==> src/verilog/hsrc_pkg.sv <==
// package: constants, register map and carrier types of the heater setpoint ramp control
package hsrc_pkg;
  // ----------------------------------------------------------------
  // register byte offsets
  // ----------------------------------------------------------------
  localparam logic [7:0] HSRC_CTRL_OFS = 8'h00;
  localparam logic [7:0] HSRC_INTEG_OFS = 8'h04;
  localparam logic [7:0] HSRC_DERIV_OFS = 8'h08;
  localparam logic [7:0] HSRC_MANUAL_OFS = 8'h0c;
  localparam logic [7:0] HSRC_SETP_OFS = 8'h10;
  localparam logic [7:0] HSRC_RATE_OFS = 8'h14;
  localparam logic [7:0] HSRC_RANGE_OFS = 8'h18;
  localparam logic [7:0] HSRC_CMD_OFS = 8'h1c;
  localparam logic [7:0] HSRC_STATUS_OFS = 8'h20;
  localparam logic [7:0] HSRC_SPLIM_OFS = 8'h24;
  localparam logic [7:0] HSRC_SENSLO_OFS = 8'h28;
  localparam logic [7:0] HSRC_SENSHI_OFS = 8'h2c;
  localparam logic [7:0] HSRC_DTIME_OFS = 8'h30;
  // ----------------------------------------------------------------
  // field positions
  // ----------------------------------------------------------------
  localparam int HSRC_CTRL_MODE_LSB = 0;
  localparam int HSRC_CTRL_RAMP_BIT = 2;
  localparam int HSRC_CTRL_UNITS_BIT = 3;
  localparam int HSRC_CTRL_PWRUP_BIT = 4;
  localparam int HSRC_CMD_ALLOFF_BIT = 0;
  localparam int HSRC_CMD_MEAS_BIT = 1;
  localparam int HSRC_STAT_TRIP_LSB = 0;
  localparam int HSRC_STAT_RAMP_BIT = 4;
  localparam int HSRC_STAT_RANGE_LSB = 8;
  // ----------------------------------------------------------------
  // modes, limits and reset values
  // ----------------------------------------------------------------
  localparam logic [1:0] HSRC_MODE_OFF = 2'h0;
  localparam logic [1:0] HSRC_MODE_CLOSED = 2'h1;
  localparam logic [1:0] HSRC_MODE_OPEN = 2'h2;
  localparam logic [7:0] HSRC_DERIV_MAX = 8'hc8;       // 200 percent
  localparam logic [13:0] HSRC_MANUAL_MAX = 14'h2710;  // 100.00 percent
  localparam logic [16:0] HSRC_RATE_MAX = 17'h186a0;   // 100.000 deg/min
  localparam logic [13:0] HSRC_INTEG_MAX = 14'h2710;   // 1000.0
  localparam logic [2:0] HSRC_RANGE_MAX = 3'h5;
  localparam logic [13:0] HSRC_INTEG_RST = 14'h00c8;   // 20.0
  localparam logic [7:0] HSRC_DERIV_RST = 8'h00;
  localparam logic [13:0] HSRC_MANUAL_RST = 14'h0000;
  localparam logic [31:0] HSRC_SETP_RST = 32'h0000_0000;
  localparam logic [16:0] HSRC_RATE_RST = 17'h00000;
  localparam logic [2:0] HSRC_RANGE_RST = 3'h0;
  localparam logic [31:0] HSRC_SPLIM_RST = 32'hffff_ffff;
  localparam logic [31:0] HSRC_SENSHI_RST = 32'hffff_ffff;
  localparam logic [31:0] HSRC_SENSLO_RST = 32'h0000_0000;
  // derivative time in 0.01 s = DTIME_SCALE * deriv / integ
  localparam logic [11:0] HSRC_DTIME_SCALE = 12'h9c4;  // 2500
  // ----------------------------------------------------------------
  // timing
  // ----------------------------------------------------------------
  localparam int HSRC_CLK_HZ = 40_000_000;
  localparam int HSRC_TICK_MS = 60;    // ramp update interval
  localparam int HSRC_HOLD_MS = 3000;  // setpoint key hold time
  localparam int HSRC_TICK_CYCLES = HSRC_TICK_MS * (HSRC_CLK_HZ / 1000);
  localparam int HSRC_HOLD_CYCLES = HSRC_HOLD_MS * (HSRC_CLK_HZ / 1000);
  // ----------------------------------------------------------------
  // carrier types
  // ----------------------------------------------------------------
  typedef struct packed {
    logic temp_limit;    // sensor above temperature limit
    logic setup_change;  // control input type or curve changed
    logic power_loss;    // power returned with power-up enable off
    logic sensor_err;    // over or under range reading
  } hsrc_trip_type;
  typedef struct packed {
    logic [13:0] level;   // 0.01 percent of full scale
    logic [2:0] range;    // 0 = off
    logic all_off;        // one-cycle request to switch every output off
  } hsrc_heat_type;
endpackage

==> src/verilog/hsrc_div.sv <==
// serial restoring divider used to rescale the derivative time
`timescale 1ns/1ps
`default_nettype none
module hsrc_div
  import hsrc_pkg::*;
#(
  parameter int NW = 20,
  parameter int DW = 14
) (
  // clock and reset
  input wire logic pclk,
  input wire logic presetn,
  // request
  input wire logic start,
  input wire logic [NW-1:0] num,
  input wire logic [DW-1:0] den,
  // answer
  output logic busy,
  output logic [NW-1:0] quot
);
  typedef enum logic [1:0] {DIV_IDLE = 2'b01, DIV_RUN = 2'b10} hsrc_div_st_type;
  typedef struct packed {
    hsrc_div_st_type st;
    logic [NW-1:0] q;
    logic [DW:0] rem;
    logic [DW-1:0] d;
    logic [5:0] cnt;
    logic [NW-1:0] quot;
  } hsrc_div_type;
  hsrc_div_type r;
  hsrc_div_type next_r;
  logic [DW:0] trial;

  // one quotient bit per cycle, msb first
  always_comb begin
    next_r = r;
    trial = {r.rem[DW-1:0], r.q[NW-1]};
    case (r.st)
      DIV_IDLE: begin
        if (start) begin
          next_r.q = num;
          next_r.d = den;
          next_r.rem = '0;
          next_r.cnt = 6'(NW);
          next_r.st = DIV_RUN;
        end
      end
      DIV_RUN: begin
        next_r.q = {r.q[NW-2:0], 1'b0};
        if (trial >= {1'b0, r.d}) begin
          next_r.rem = trial - {1'b0, r.d};
          next_r.q[0] = 1'b1;
        end else begin
          next_r.rem = trial;
        end
        next_r.cnt = r.cnt - 6'h01;
        if (r.cnt == 6'h01) begin
          next_r.quot = {r.q[NW-2:0], next_r.q[0]};
          next_r.st = DIV_IDLE;
        end
      end
      default: next_r.st = DIV_IDLE;
    endcase
  end

  always_ff @(posedge pclk or negedge presetn) begin
    if (!presetn) begin
      r <= '{st: DIV_IDLE, default: '0};
    end else begin
      r <= next_r;
    end
  end

  assign busy = (r.st != DIV_IDLE);
  assign quot = r.quot;
endmodule
`default_nettype wire

==> src/verilog/hsrc_ctrl.sv <==
// heater setpoint ramp control: loop parameters, setpoint ramp and range shut-off
// ----------------------------------------------------------------
// ----------------------------------------------------------------
//
// Added by the designer: the APB slave port and the placing of the registers.
`timescale 1ns/1ps
`default_nettype none
module hsrc_ctrl
  import hsrc_pkg::*;
#(
  parameter int TICK_CYCLES = HSRC_TICK_CYCLES,
  parameter int HOLD_CYCLES = HSRC_HOLD_CYCLES,
  parameter bit IS_ANALOG = 1'b0
) (
  // clock and reset
  input wire logic pclk,
  input wire logic presetn,
  // apb slave
  input wire logic psel,
  input wire logic penable,
  input wire logic pwrite,
  input wire logic [7:0] paddr,
  input wire logic [31:0] pwdata,
  output logic [31:0] prdata,
  output logic pready,
  output logic pslverr,
  // front-panel keys (asynchronous)
  input wire logic all_off_key,
  input wire logic setp_key,
  // measurement and loop side
  input wire logic [31:0] meas_value,
  input wire logic [31:0] conv_setpoint,
  input wire logic [15:0] pid_result,
  input wire hsrc_trip_type trips,
  // outputs
  output hsrc_heat_type heat,
  output logic [31:0] working_setpoint,
  output logic ramp_active,
  output logic [19:0] deriv_time
);
  // ----------------------------------------------------------------
  // state
  // ----------------------------------------------------------------
  typedef enum logic [1:0] {RAMP_IDLE = 2'b01, RAMP_RUN = 2'b10} hsrc_ramp_st_type;
  typedef struct packed {
    logic [1:0] mode;
    logic ramp_en;
    logic units_sensor;
    logic pwr_up_en;
    logic [13:0] integ;
    logic [7:0] deriv;
    logic [13:0] manual;
    logic [16:0] rate;
    logic [2:0] range;
    logic [31:0] working;
    logic [31:0] target;
    hsrc_ramp_st_type ramp_st;
    logic [31:0] sp_limit;
    logic [31:0] sens_lo;
    logic [31:0] sens_hi;
    logic [31:0] tick_cnt;
    logic [31:0] hold_cnt;
    logic [1:0] alloff_sync;
    logic [1:0] key_sync;
    logic alloff_prev;
    logic [3:0] trip_seen;
    logic dirty;
    logic div_start;
    logic div_run;
    logic [19:0] dtime;
    logic [13:0] heat_level;
    logic all_off;
    logic [31:0] prdata;
  } hsrc_state_type;
  hsrc_state_type r;
  hsrc_state_type next_r;

  logic div_busy;
  logic [19:0] div_quot;
  logic acc_wr;
  logic [31:0] entry;
  logic [31:0] diff;
  logic [16:0] sum;
  logic alloff_req;
  logic key_long;
  logic [3:0] trip_vec;

  // ----------------------------------------------------------------
  // helpers
  // ----------------------------------------------------------------
  // address decode, shared by write and error answer
  function automatic logic hsrc_mapped(input logic [7:0] a);
    hsrc_mapped = (a[1:0] == 2'h0) && (a <= HSRC_DTIME_OFS);
  endfunction

  // entry limiting in the active unit system
  function automatic logic [31:0] hsrc_clamp(input logic [31:0] v, input logic sens,
    input logic [31:0] lim, input logic [31:0] lo, input logic [31:0] hi);
    if (!sens) begin
      hsrc_clamp = (v > lim) ? lim : v;
    end else if (v < lo) begin
      hsrc_clamp = lo;
    end else begin
      hsrc_clamp = (v > hi) ? hi : v;
    end
  endfunction

  // ----------------------------------------------------------------
  // derivative rescaling divider
  // ----------------------------------------------------------------
  hsrc_div #(.NW(20), .DW(14)) u_div (
    .pclk(pclk),
    .presetn(presetn),
    .start(r.div_start),
    .num(20'(r.deriv) * 20'(HSRC_DTIME_SCALE)),
    .den(r.integ),
    .busy(div_busy),
    .quot(div_quot)
  );

  // ----------------------------------------------------------------
  // next-state logic
  // ----------------------------------------------------------------
  // zero-wait apb: read data is captured in the setup cycle
  always_comb begin
    next_r = r;
    acc_wr = psel && penable && pwrite && hsrc_mapped(paddr);
    entry = hsrc_clamp(pwdata, r.units_sensor, r.sp_limit, r.sens_lo, r.sens_hi);
    diff = (r.target > r.working) ? (r.target - r.working) : (r.working - r.target);
    sum = 17'(r.manual) + 17'(pid_result > 16'(HSRC_MANUAL_MAX) ? HSRC_MANUAL_MAX
      : pid_result[13:0]);
    trip_vec = {trips.temp_limit, trips.setup_change, trips.power_loss, trips.sensor_err};
    next_r.div_start = 1'b0;
    next_r.all_off = 1'b0;

    // key synchronisers, second stage only feeds logic
    next_r.alloff_sync = {r.alloff_sync[0], all_off_key};
    next_r.key_sync = {r.key_sync[0], setp_key};
    next_r.alloff_prev = r.alloff_sync[1];
    alloff_req = r.alloff_sync[1] && !r.alloff_prev;
    if (r.key_sync[1]) begin
      next_r.hold_cnt = (r.hold_cnt == 32'(HOLD_CYCLES)) ? r.hold_cnt : r.hold_cnt + 32'h1;
    end else begin
      next_r.hold_cnt = 32'h0;
    end
    key_long = r.key_sync[1] && (r.hold_cnt == 32'(HOLD_CYCLES - 1));

    // ramp generator: fixed interval, rate as magnitude, no overshoot
    next_r.tick_cnt = (r.tick_cnt == 32'(TICK_CYCLES - 1)) ? 32'h0 : r.tick_cnt + 32'h1;
    if (r.ramp_st == RAMP_RUN && r.tick_cnt == 32'(TICK_CYCLES - 1)) begin
      if (diff <= 32'(r.rate)) begin
        next_r.working = r.target;
      end else if (r.target > r.working) begin
        next_r.working = r.working + 32'(r.rate);
      end else begin
        next_r.working = r.working - 32'(r.rate);
      end
    end
    case (r.ramp_st)
      RAMP_IDLE: begin
        if (r.working != r.target) begin
          next_r.ramp_st = RAMP_RUN;
        end
      end
      RAMP_RUN: begin
        if (next_r.working == r.target) begin
          next_r.ramp_st = RAMP_IDLE;
        end
      end
      default: next_r.ramp_st = RAMP_IDLE;
    endcase

    // register writes
    if (acc_wr) begin
      case (paddr)
        HSRC_CTRL_OFS: begin
          next_r.mode = pwdata[HSRC_CTRL_MODE_LSB +: 2];
          next_r.ramp_en = pwdata[HSRC_CTRL_RAMP_BIT];
          next_r.pwr_up_en = pwdata[HSRC_CTRL_PWRUP_BIT];
          next_r.units_sensor = pwdata[HSRC_CTRL_UNITS_BIT];
          if (!pwdata[HSRC_CTRL_RAMP_BIT]) begin
            next_r.target = next_r.working;
          end
          if (pwdata[HSRC_CTRL_UNITS_BIT] != r.units_sensor) begin
            next_r.working = conv_setpoint;
            next_r.target = conv_setpoint;
          end
        end
        HSRC_INTEG_OFS: begin
          next_r.integ = (pwdata > 32'(HSRC_INTEG_MAX)) ? HSRC_INTEG_MAX : pwdata[13:0];
          next_r.dirty = 1'b1;
        end
        HSRC_DERIV_OFS: begin
          next_r.deriv = (pwdata > 32'(HSRC_DERIV_MAX)) ? HSRC_DERIV_MAX : pwdata[7:0];
          next_r.dirty = 1'b1;
        end
        HSRC_MANUAL_OFS: begin
          next_r.manual = (pwdata > 32'(HSRC_MANUAL_MAX)) ? HSRC_MANUAL_MAX
            : pwdata[13:0];
        end
        HSRC_SETP_OFS: begin
          if (entry == r.target) begin
            next_r.target = next_r.working;
          end else if (r.ramp_en && !r.units_sensor) begin
            next_r.target = entry;
          end else begin
            next_r.target = entry;
            next_r.working = entry;
          end
        end
        HSRC_RATE_OFS: begin
          next_r.rate = (pwdata > 32'(HSRC_RATE_MAX)) ? HSRC_RATE_MAX : pwdata[16:0];
        end
        HSRC_RANGE_OFS: begin
          if (IS_ANALOG) begin
            next_r.range = {2'h0, pwdata != 32'h0};
          end else begin
            next_r.range = (pwdata > 32'(HSRC_RANGE_MAX)) ? HSRC_RANGE_MAX
              : pwdata[2:0];
          end
        end
        HSRC_STATUS_OFS: next_r.trip_seen = r.trip_seen & ~pwdata[HSRC_STAT_TRIP_LSB +: 4];
        HSRC_SPLIM_OFS: next_r.sp_limit = pwdata;
        HSRC_SENSLO_OFS: next_r.sens_lo = pwdata;
        HSRC_SENSHI_OFS: next_r.sens_hi = pwdata;
        default: next_r.mode = next_r.mode;
      endcase
    end

    // long key press or command loads the measured value directly
    if (key_long || (acc_wr && paddr == HSRC_CMD_OFS && pwdata[HSRC_CMD_MEAS_BIT])) begin
      next_r.working = meas_value;
      next_r.target = meas_value;
    end

    // sticky trip flags, a new event wins over a clear
    next_r.trip_seen = next_r.trip_seen | trip_vec;

    // automatic shut-off conditions: trips while controlling, setup change during a ramp in any mode
    if (r.mode != HSRC_MODE_OFF && (trips.setup_change || trips.power_loss ||
      trips.sensor_err)) begin
      next_r.range = HSRC_RANGE_RST;
    end
    if (trips.setup_change && r.ramp_st == RAMP_RUN) begin
      next_r.ramp_en = 1'b0;
      next_r.target = next_r.working;
      next_r.range = HSRC_RANGE_RST;
    end
    // limit trip and all-off act in every mode
    if (trips.temp_limit || alloff_req ||
        (acc_wr && paddr == HSRC_CMD_OFS && pwdata[HSRC_CMD_ALLOFF_BIT])) begin
      next_r.range = HSRC_RANGE_RST;
      next_r.all_off = 1'b1;
    end

    // derivative time recomputed after any integral or derivative change
    if (r.dirty && !div_busy && !r.div_start) begin
      next_r.dirty = 1'b0;
      next_r.div_start = (r.integ != 14'h0);
      if (r.integ == 14'h0) begin
        next_r.dtime = 20'h0;
      end
    end
    next_r.div_run = div_busy;
    if (r.div_run && !div_busy) begin
      next_r.dtime = div_quot;
    end

    // output level: manual alone open loop, manual plus pid closed loop
    if (r.range == HSRC_RANGE_RST) begin
      next_r.heat_level = 14'h0;
    end else if (r.mode == HSRC_MODE_OPEN) begin
      next_r.heat_level = r.manual;
    end else if (r.mode == HSRC_MODE_CLOSED) begin
      next_r.heat_level = (sum > 17'(HSRC_MANUAL_MAX)) ? HSRC_MANUAL_MAX : sum[13:0];
    end else begin
      next_r.heat_level = 14'h0;
    end

    // read data captured in the setup cycle
    if (psel && !penable) begin
      case (paddr)
        HSRC_CTRL_OFS: next_r.prdata = 32'({r.pwr_up_en, r.units_sensor, r.ramp_en, r.mode});
        HSRC_INTEG_OFS: next_r.prdata = 32'(r.integ);
        HSRC_DERIV_OFS: next_r.prdata = 32'(r.deriv);
        HSRC_MANUAL_OFS: next_r.prdata = 32'(r.manual);
        HSRC_SETP_OFS: next_r.prdata = r.working;
        HSRC_RATE_OFS: next_r.prdata = 32'(r.rate);
        HSRC_RANGE_OFS: next_r.prdata = 32'(r.range);
        HSRC_STATUS_OFS: next_r.prdata = 32'({r.range, 3'h0, r.ramp_st == RAMP_RUN,
          r.trip_seen});
        HSRC_SPLIM_OFS: next_r.prdata = r.sp_limit;
        HSRC_SENSLO_OFS: next_r.prdata = r.sens_lo;
        HSRC_SENSHI_OFS: next_r.prdata = r.sens_hi;
        HSRC_DTIME_OFS: next_r.prdata = 32'(r.dtime);
        default: next_r.prdata = 32'h0;
      endcase
    end
  end

  // ----------------------------------------------------------------
  // state register
  // ----------------------------------------------------------------
  always_ff @(posedge pclk or negedge presetn) begin
    if (!presetn) begin
      r <= '{mode: HSRC_MODE_OFF, integ: HSRC_INTEG_RST, deriv: HSRC_DERIV_RST,
        manual: HSRC_MANUAL_RST, rate: HSRC_RATE_RST, range: HSRC_RANGE_RST,
        working: HSRC_SETP_RST, target: HSRC_SETP_RST, ramp_st: RAMP_IDLE,
        sp_limit: HSRC_SPLIM_RST, sens_lo: HSRC_SENSLO_RST, sens_hi: HSRC_SENSHI_RST,
        default: '0};
    end else begin
      r <= next_r;
    end
  end

  // ----------------------------------------------------------------
  // outputs
  // ----------------------------------------------------------------
  assign pready = 1'b1;
  assign pslverr = psel && penable && !hsrc_mapped(paddr);
  assign prdata = r.prdata;
  assign heat = '{level: r.heat_level, range: r.range, all_off: r.all_off};
  assign working_setpoint = r.working;
  assign ramp_active = (r.ramp_st == RAMP_RUN);
  assign deriv_time = r.dtime;
endmodule
`default_nettype wire

==> config.mk <==
export PLATFORM = sky130hd
export DESIGN_NAME = hsrc_ctrl
export DESIGN_NICKNAME = d
export VERILOG_FILES = /design/src/verilog/hsrc_pkg.sv /design/src/verilog/hsrc_div.sv /design/src/verilog/hsrc_ctrl.sv
export SDC_FILE = /design/constraint.sdc
export NUM_CORES = 2
export LEC_CHECK = 0
export ABC_AREA = 1
export BUFFER_PORTS_ARGS = -buffer_cell sky130_fd_sc_hd__buf_2
export CELL_PAD_IN_SITES_DETAIL_PLACEMENT = 0
export CELL_PAD_IN_SITES_GLOBAL_PLACEMENT = 2
export CORE_MARGIN = 1
export CORE_UTILIZATION = 35
export CTS_CLUSTER_SIZE = 16
export DETAILED_ROUTE_END_ITERATION = 7
export PLACE_DENSITY_LB_ADDON = 0.1
export SETUP_SLACK_MARGIN = 0.3
export SYNTH_ARGS = -nofsm -noshare
export SYNTH_HDL_FRONTEND = slang
export SYNTH_HIERARCHICAL = 1
export SYNTH_SLANG_ARGS = --single-unit
==> constraint.sdc <==
create_clock -name pclk -period 6 [get_ports pclk]
set_clock_uncertainty 0.1 [all_clocks]
set_input_delay 0.9 -clock pclk [delete_from_list [all_inputs] [get_ports pclk]]
set_output_delay 0.9 -clock pclk [all_outputs]
set_load 0.005 [all_outputs]
==> results.json <==
{
  "crit_buf_inv": 8,
  "synth_top_area_cell": "dfrtp_1",
  "drc": 0,
  "fp.coreArea_sq_um": 109000,
  "die_width_microns": 334,
  "ctsHoldBuffers": 0,
  "port_buffers": 234,
  "hold_class": "in2async",
  "drtIter0Drc": 3772,
  "first_global_vias": 37400,
  "p_leak_uw": 0.0241,
  "drive_above_1_share_pct": 14.4,
  "reg2reg_slack_ns": 0.44,
  "setup_tns_ns": 0,
  "crit_top_cell": "nand2_2",
  "max_freq_mhz": 180,
  "hold_violations": 0,
  "die-area_sq_um": 111000,
  "ys.flop_type": "dfrtp_1",
  "post-route-period-util_pct": 92.6,
  "status": "completed",
  "cts_max_level": 2,
  "viasPerCell": 5.32,
  "wl_microns": 171000,
  "vias": 40300,
  "worst-setup-path-type": "reg2reg",
  "critPathMaxFanout": 8,
  "crit_path_end_kind": "flip-flop",
  "period_needed_ns": 5.56,
  "ys_seq_elements": 442,
  "gp_congestion": 0.951,
  "path_clk_slew_ns": 0.06,
  "clkLatencyLatePin_ns": 0.71,
  "cp.required_ns": 6.41,
  "ys_types": 65,
  "synth.avg_cell_area_sq_um": 6.52,
  "slew_violations": 0,
  "arrival_ns": 5.96,
  "tightest_slew_ns": 1.08,
  "gr-total-overflow": 0,
  "initial_core_util_pct": 35.4,
  "cts_buffer_depth": 3,
  "synth.most_common_cell": "nand2_1",
  "fin_nets": 6540,
  "reg2reg_from": "r[241]",
  "cts-root-buf": "clkbuf_16",
  "cts.sinks": 442,
  "rows": 121,
  "synthCells": 5910,
  "critPathLaunchType": "flip-flop",
  "grt_pass1_wl_microns": 250000,
  "wire_per_inst_microns": 22.6,
  "rsz0062_at_grt": "true",
  "slew_headroom_pct": 27.6,
  "io_pins": 236,
  "first_pass_iters": 6,
  "critical-path-top-delay-family": "simple AND/OR/NAND/NOR gates",
  "antenna_found_initial": 6,
  "grt_max_degree": 144,
  "worstRegToRegCells": 45,
  "numCtsBuffers": 57,
  "synthTopCellsByCount": "nand2_1 (1,878), inv_1 (822), nand3_1 (598)",
  "dp_hpwl_microns": 135000,
  "async_flop_share_pct": 100,
  "synth_edf_count": 0,
  "cellPowerDensity_nw_per_um2": 272,
  "critPathMaxStageDelay_ns": 0.41,
  "grtUsageTotal_pct": 30.0,
  "cap_viol_max_count": 0,
  "ys_seq_area_share_pct": 28.9,
  "syn_to_final_growth_pct": 15.8,
  "final_core_util_pct": 40.9,
  "die_y_microns": 334,
  "cts_tree": "yes",
  "yosys-top-cells-area": "dfrtp_1 (24%), nand2_1 (18%), ha_1 (9.1%), inv_1 (8.0%), nand3_1 (7.8%)",
  "report.final.setup_viol": 0,
  "ys_warn_count": 6,
  "vdd_drop_max_uv": 256,
  "synth_area_sq_um": 38600,
  "fillCellCount": 11800,
  "rr_endpoint": "r[240]",
  "synthDominantCellAreaShare_pct": 24.2,
  "ant_nets": 0,
  "cp_slowest_cell": "fa_2"
}
-- through the flow --
| step | setup WS, ns | total power [uW] | cell area (sq um) | instances | hold slack (ns) |
|---|---|---|---|---|---|
| floorplan | 0.535 | 6460 | 38600 | 5911 | 0.231 |
| global placement | 0.195 | 7980 | 41300 | 7427 | 0.237 |
| detailed placement | 0.143 | 7940 | 41300 | 7427 | 0.240 |
| CTS | 0.280 | 11700 | 43500 | 7543 | 0.0314 |
| global route | 0.153 | 12900 | 44600 | 7575 | 0.0624 |
| finish | 0.444 | 12100 | 44600 | 7576 | 0.0509 |
-- timing repair --
item,4_1_cts,5_1_grt
setup buffers,6,25
gates resized for setup,15,214
gates cloned,3,7
pin swaps,4,69
endpoints found under the hold margin,0,0
setup endpoints to repair,32,66
-- worst max path at each step --
stage	from	end	slack [ns]	depth (start not counted)
finish	r[241]	r[240]	0.44	45
global route	r[241]	r[268]	0.15	44
CTS	working_setpoint[5]	r[240]	0.28	37
detailed placement	r[241]	r[240]	0.14	44
global placement	r[241]	r[240]	0.19	41
floorplan	r[241]	r[240]	0.54	40
-- power by group --
group / total, uW / internal [uW] / switching (uW)
registers: 3180 / 3100 / 83.3
clock network: 3640 / 2070 / 1560
logic: 5320 / 1840 / 3490
-- layer usage --
layer	vias up	wire, microns	track usage [%]
met2	1475	70800	43.6
li1	19500	-	-
met5	-	37	0
met3	179	13000	5.16
met1	19200	83600	45.7
met4	6	3630	6.47
-- kinds of logic (layout without fill, tap and decap cells) --
kind of cell	count (synthesis)	after routing	synth area share, %
AO/OA/AOI/OAI	909	909	13.4
XOR/XNOR	92	92	2.09
adder cells (fa/ha/maj)	296	296	9.94
buffers and inverters	1163	1411	12.8
flip-flops	442	442	28.9
multiplexers	3	3	0.0811
other	2	4	0.0195
AND/OR/NAND/NOR	3003	3005	32.8
-- cell usage in the layout (no fill, tap or decap), drive strengths merged, types with 6 or more instances in the layout --
master and n:
o21bai 17, a21o 15, nand2 1901, o21a 6, dfstp 69, nor2 311
clkinv 27, xnor2 28, a211oi 7, clkinvlp 6, or2 7, a21oi 271
dfrtp 373, fa 17, buf 458, inv 834, o31ai 6, a22oi 19
nor3 74, o21ai 379, nand4 65, a31oi 12, o211ai 51, clkbuf 81
nor4 29, a221oi 25, o22ai 79, xor2 64, nand3 606, ha 279
-- area by class of cell --
cell class / instances / area (sq um) / area share, %
diodes: 1 / 2.50 / 0.00561
clock inverters: 32 / 375 / 0.841
flip-flops and latches: 442 / 11100 / 25.0
clock buffers: 75 / 1570 / 3.53
inverters: 840 / 3170 / 7.10
well taps: 1414 / 1770 / 3.96
repair buffers: 464 / 3190 / 7.15
multi-input cells: 4308 / 23400 / 52.4
-- flip-flops by register name, summed over array words and instances (netlist names) --
| register | flops |
|---|---|
| u_div/r | 56 |
| u_div/quot | 20 |
| r | 261 |
| prdata | 32 |
| deriv_time | 20 |
| working_setpoint | 32 |
| heat | 18 |
| next_r | 3 |
No activity file was read; power rests on OpenSTA's default activity.
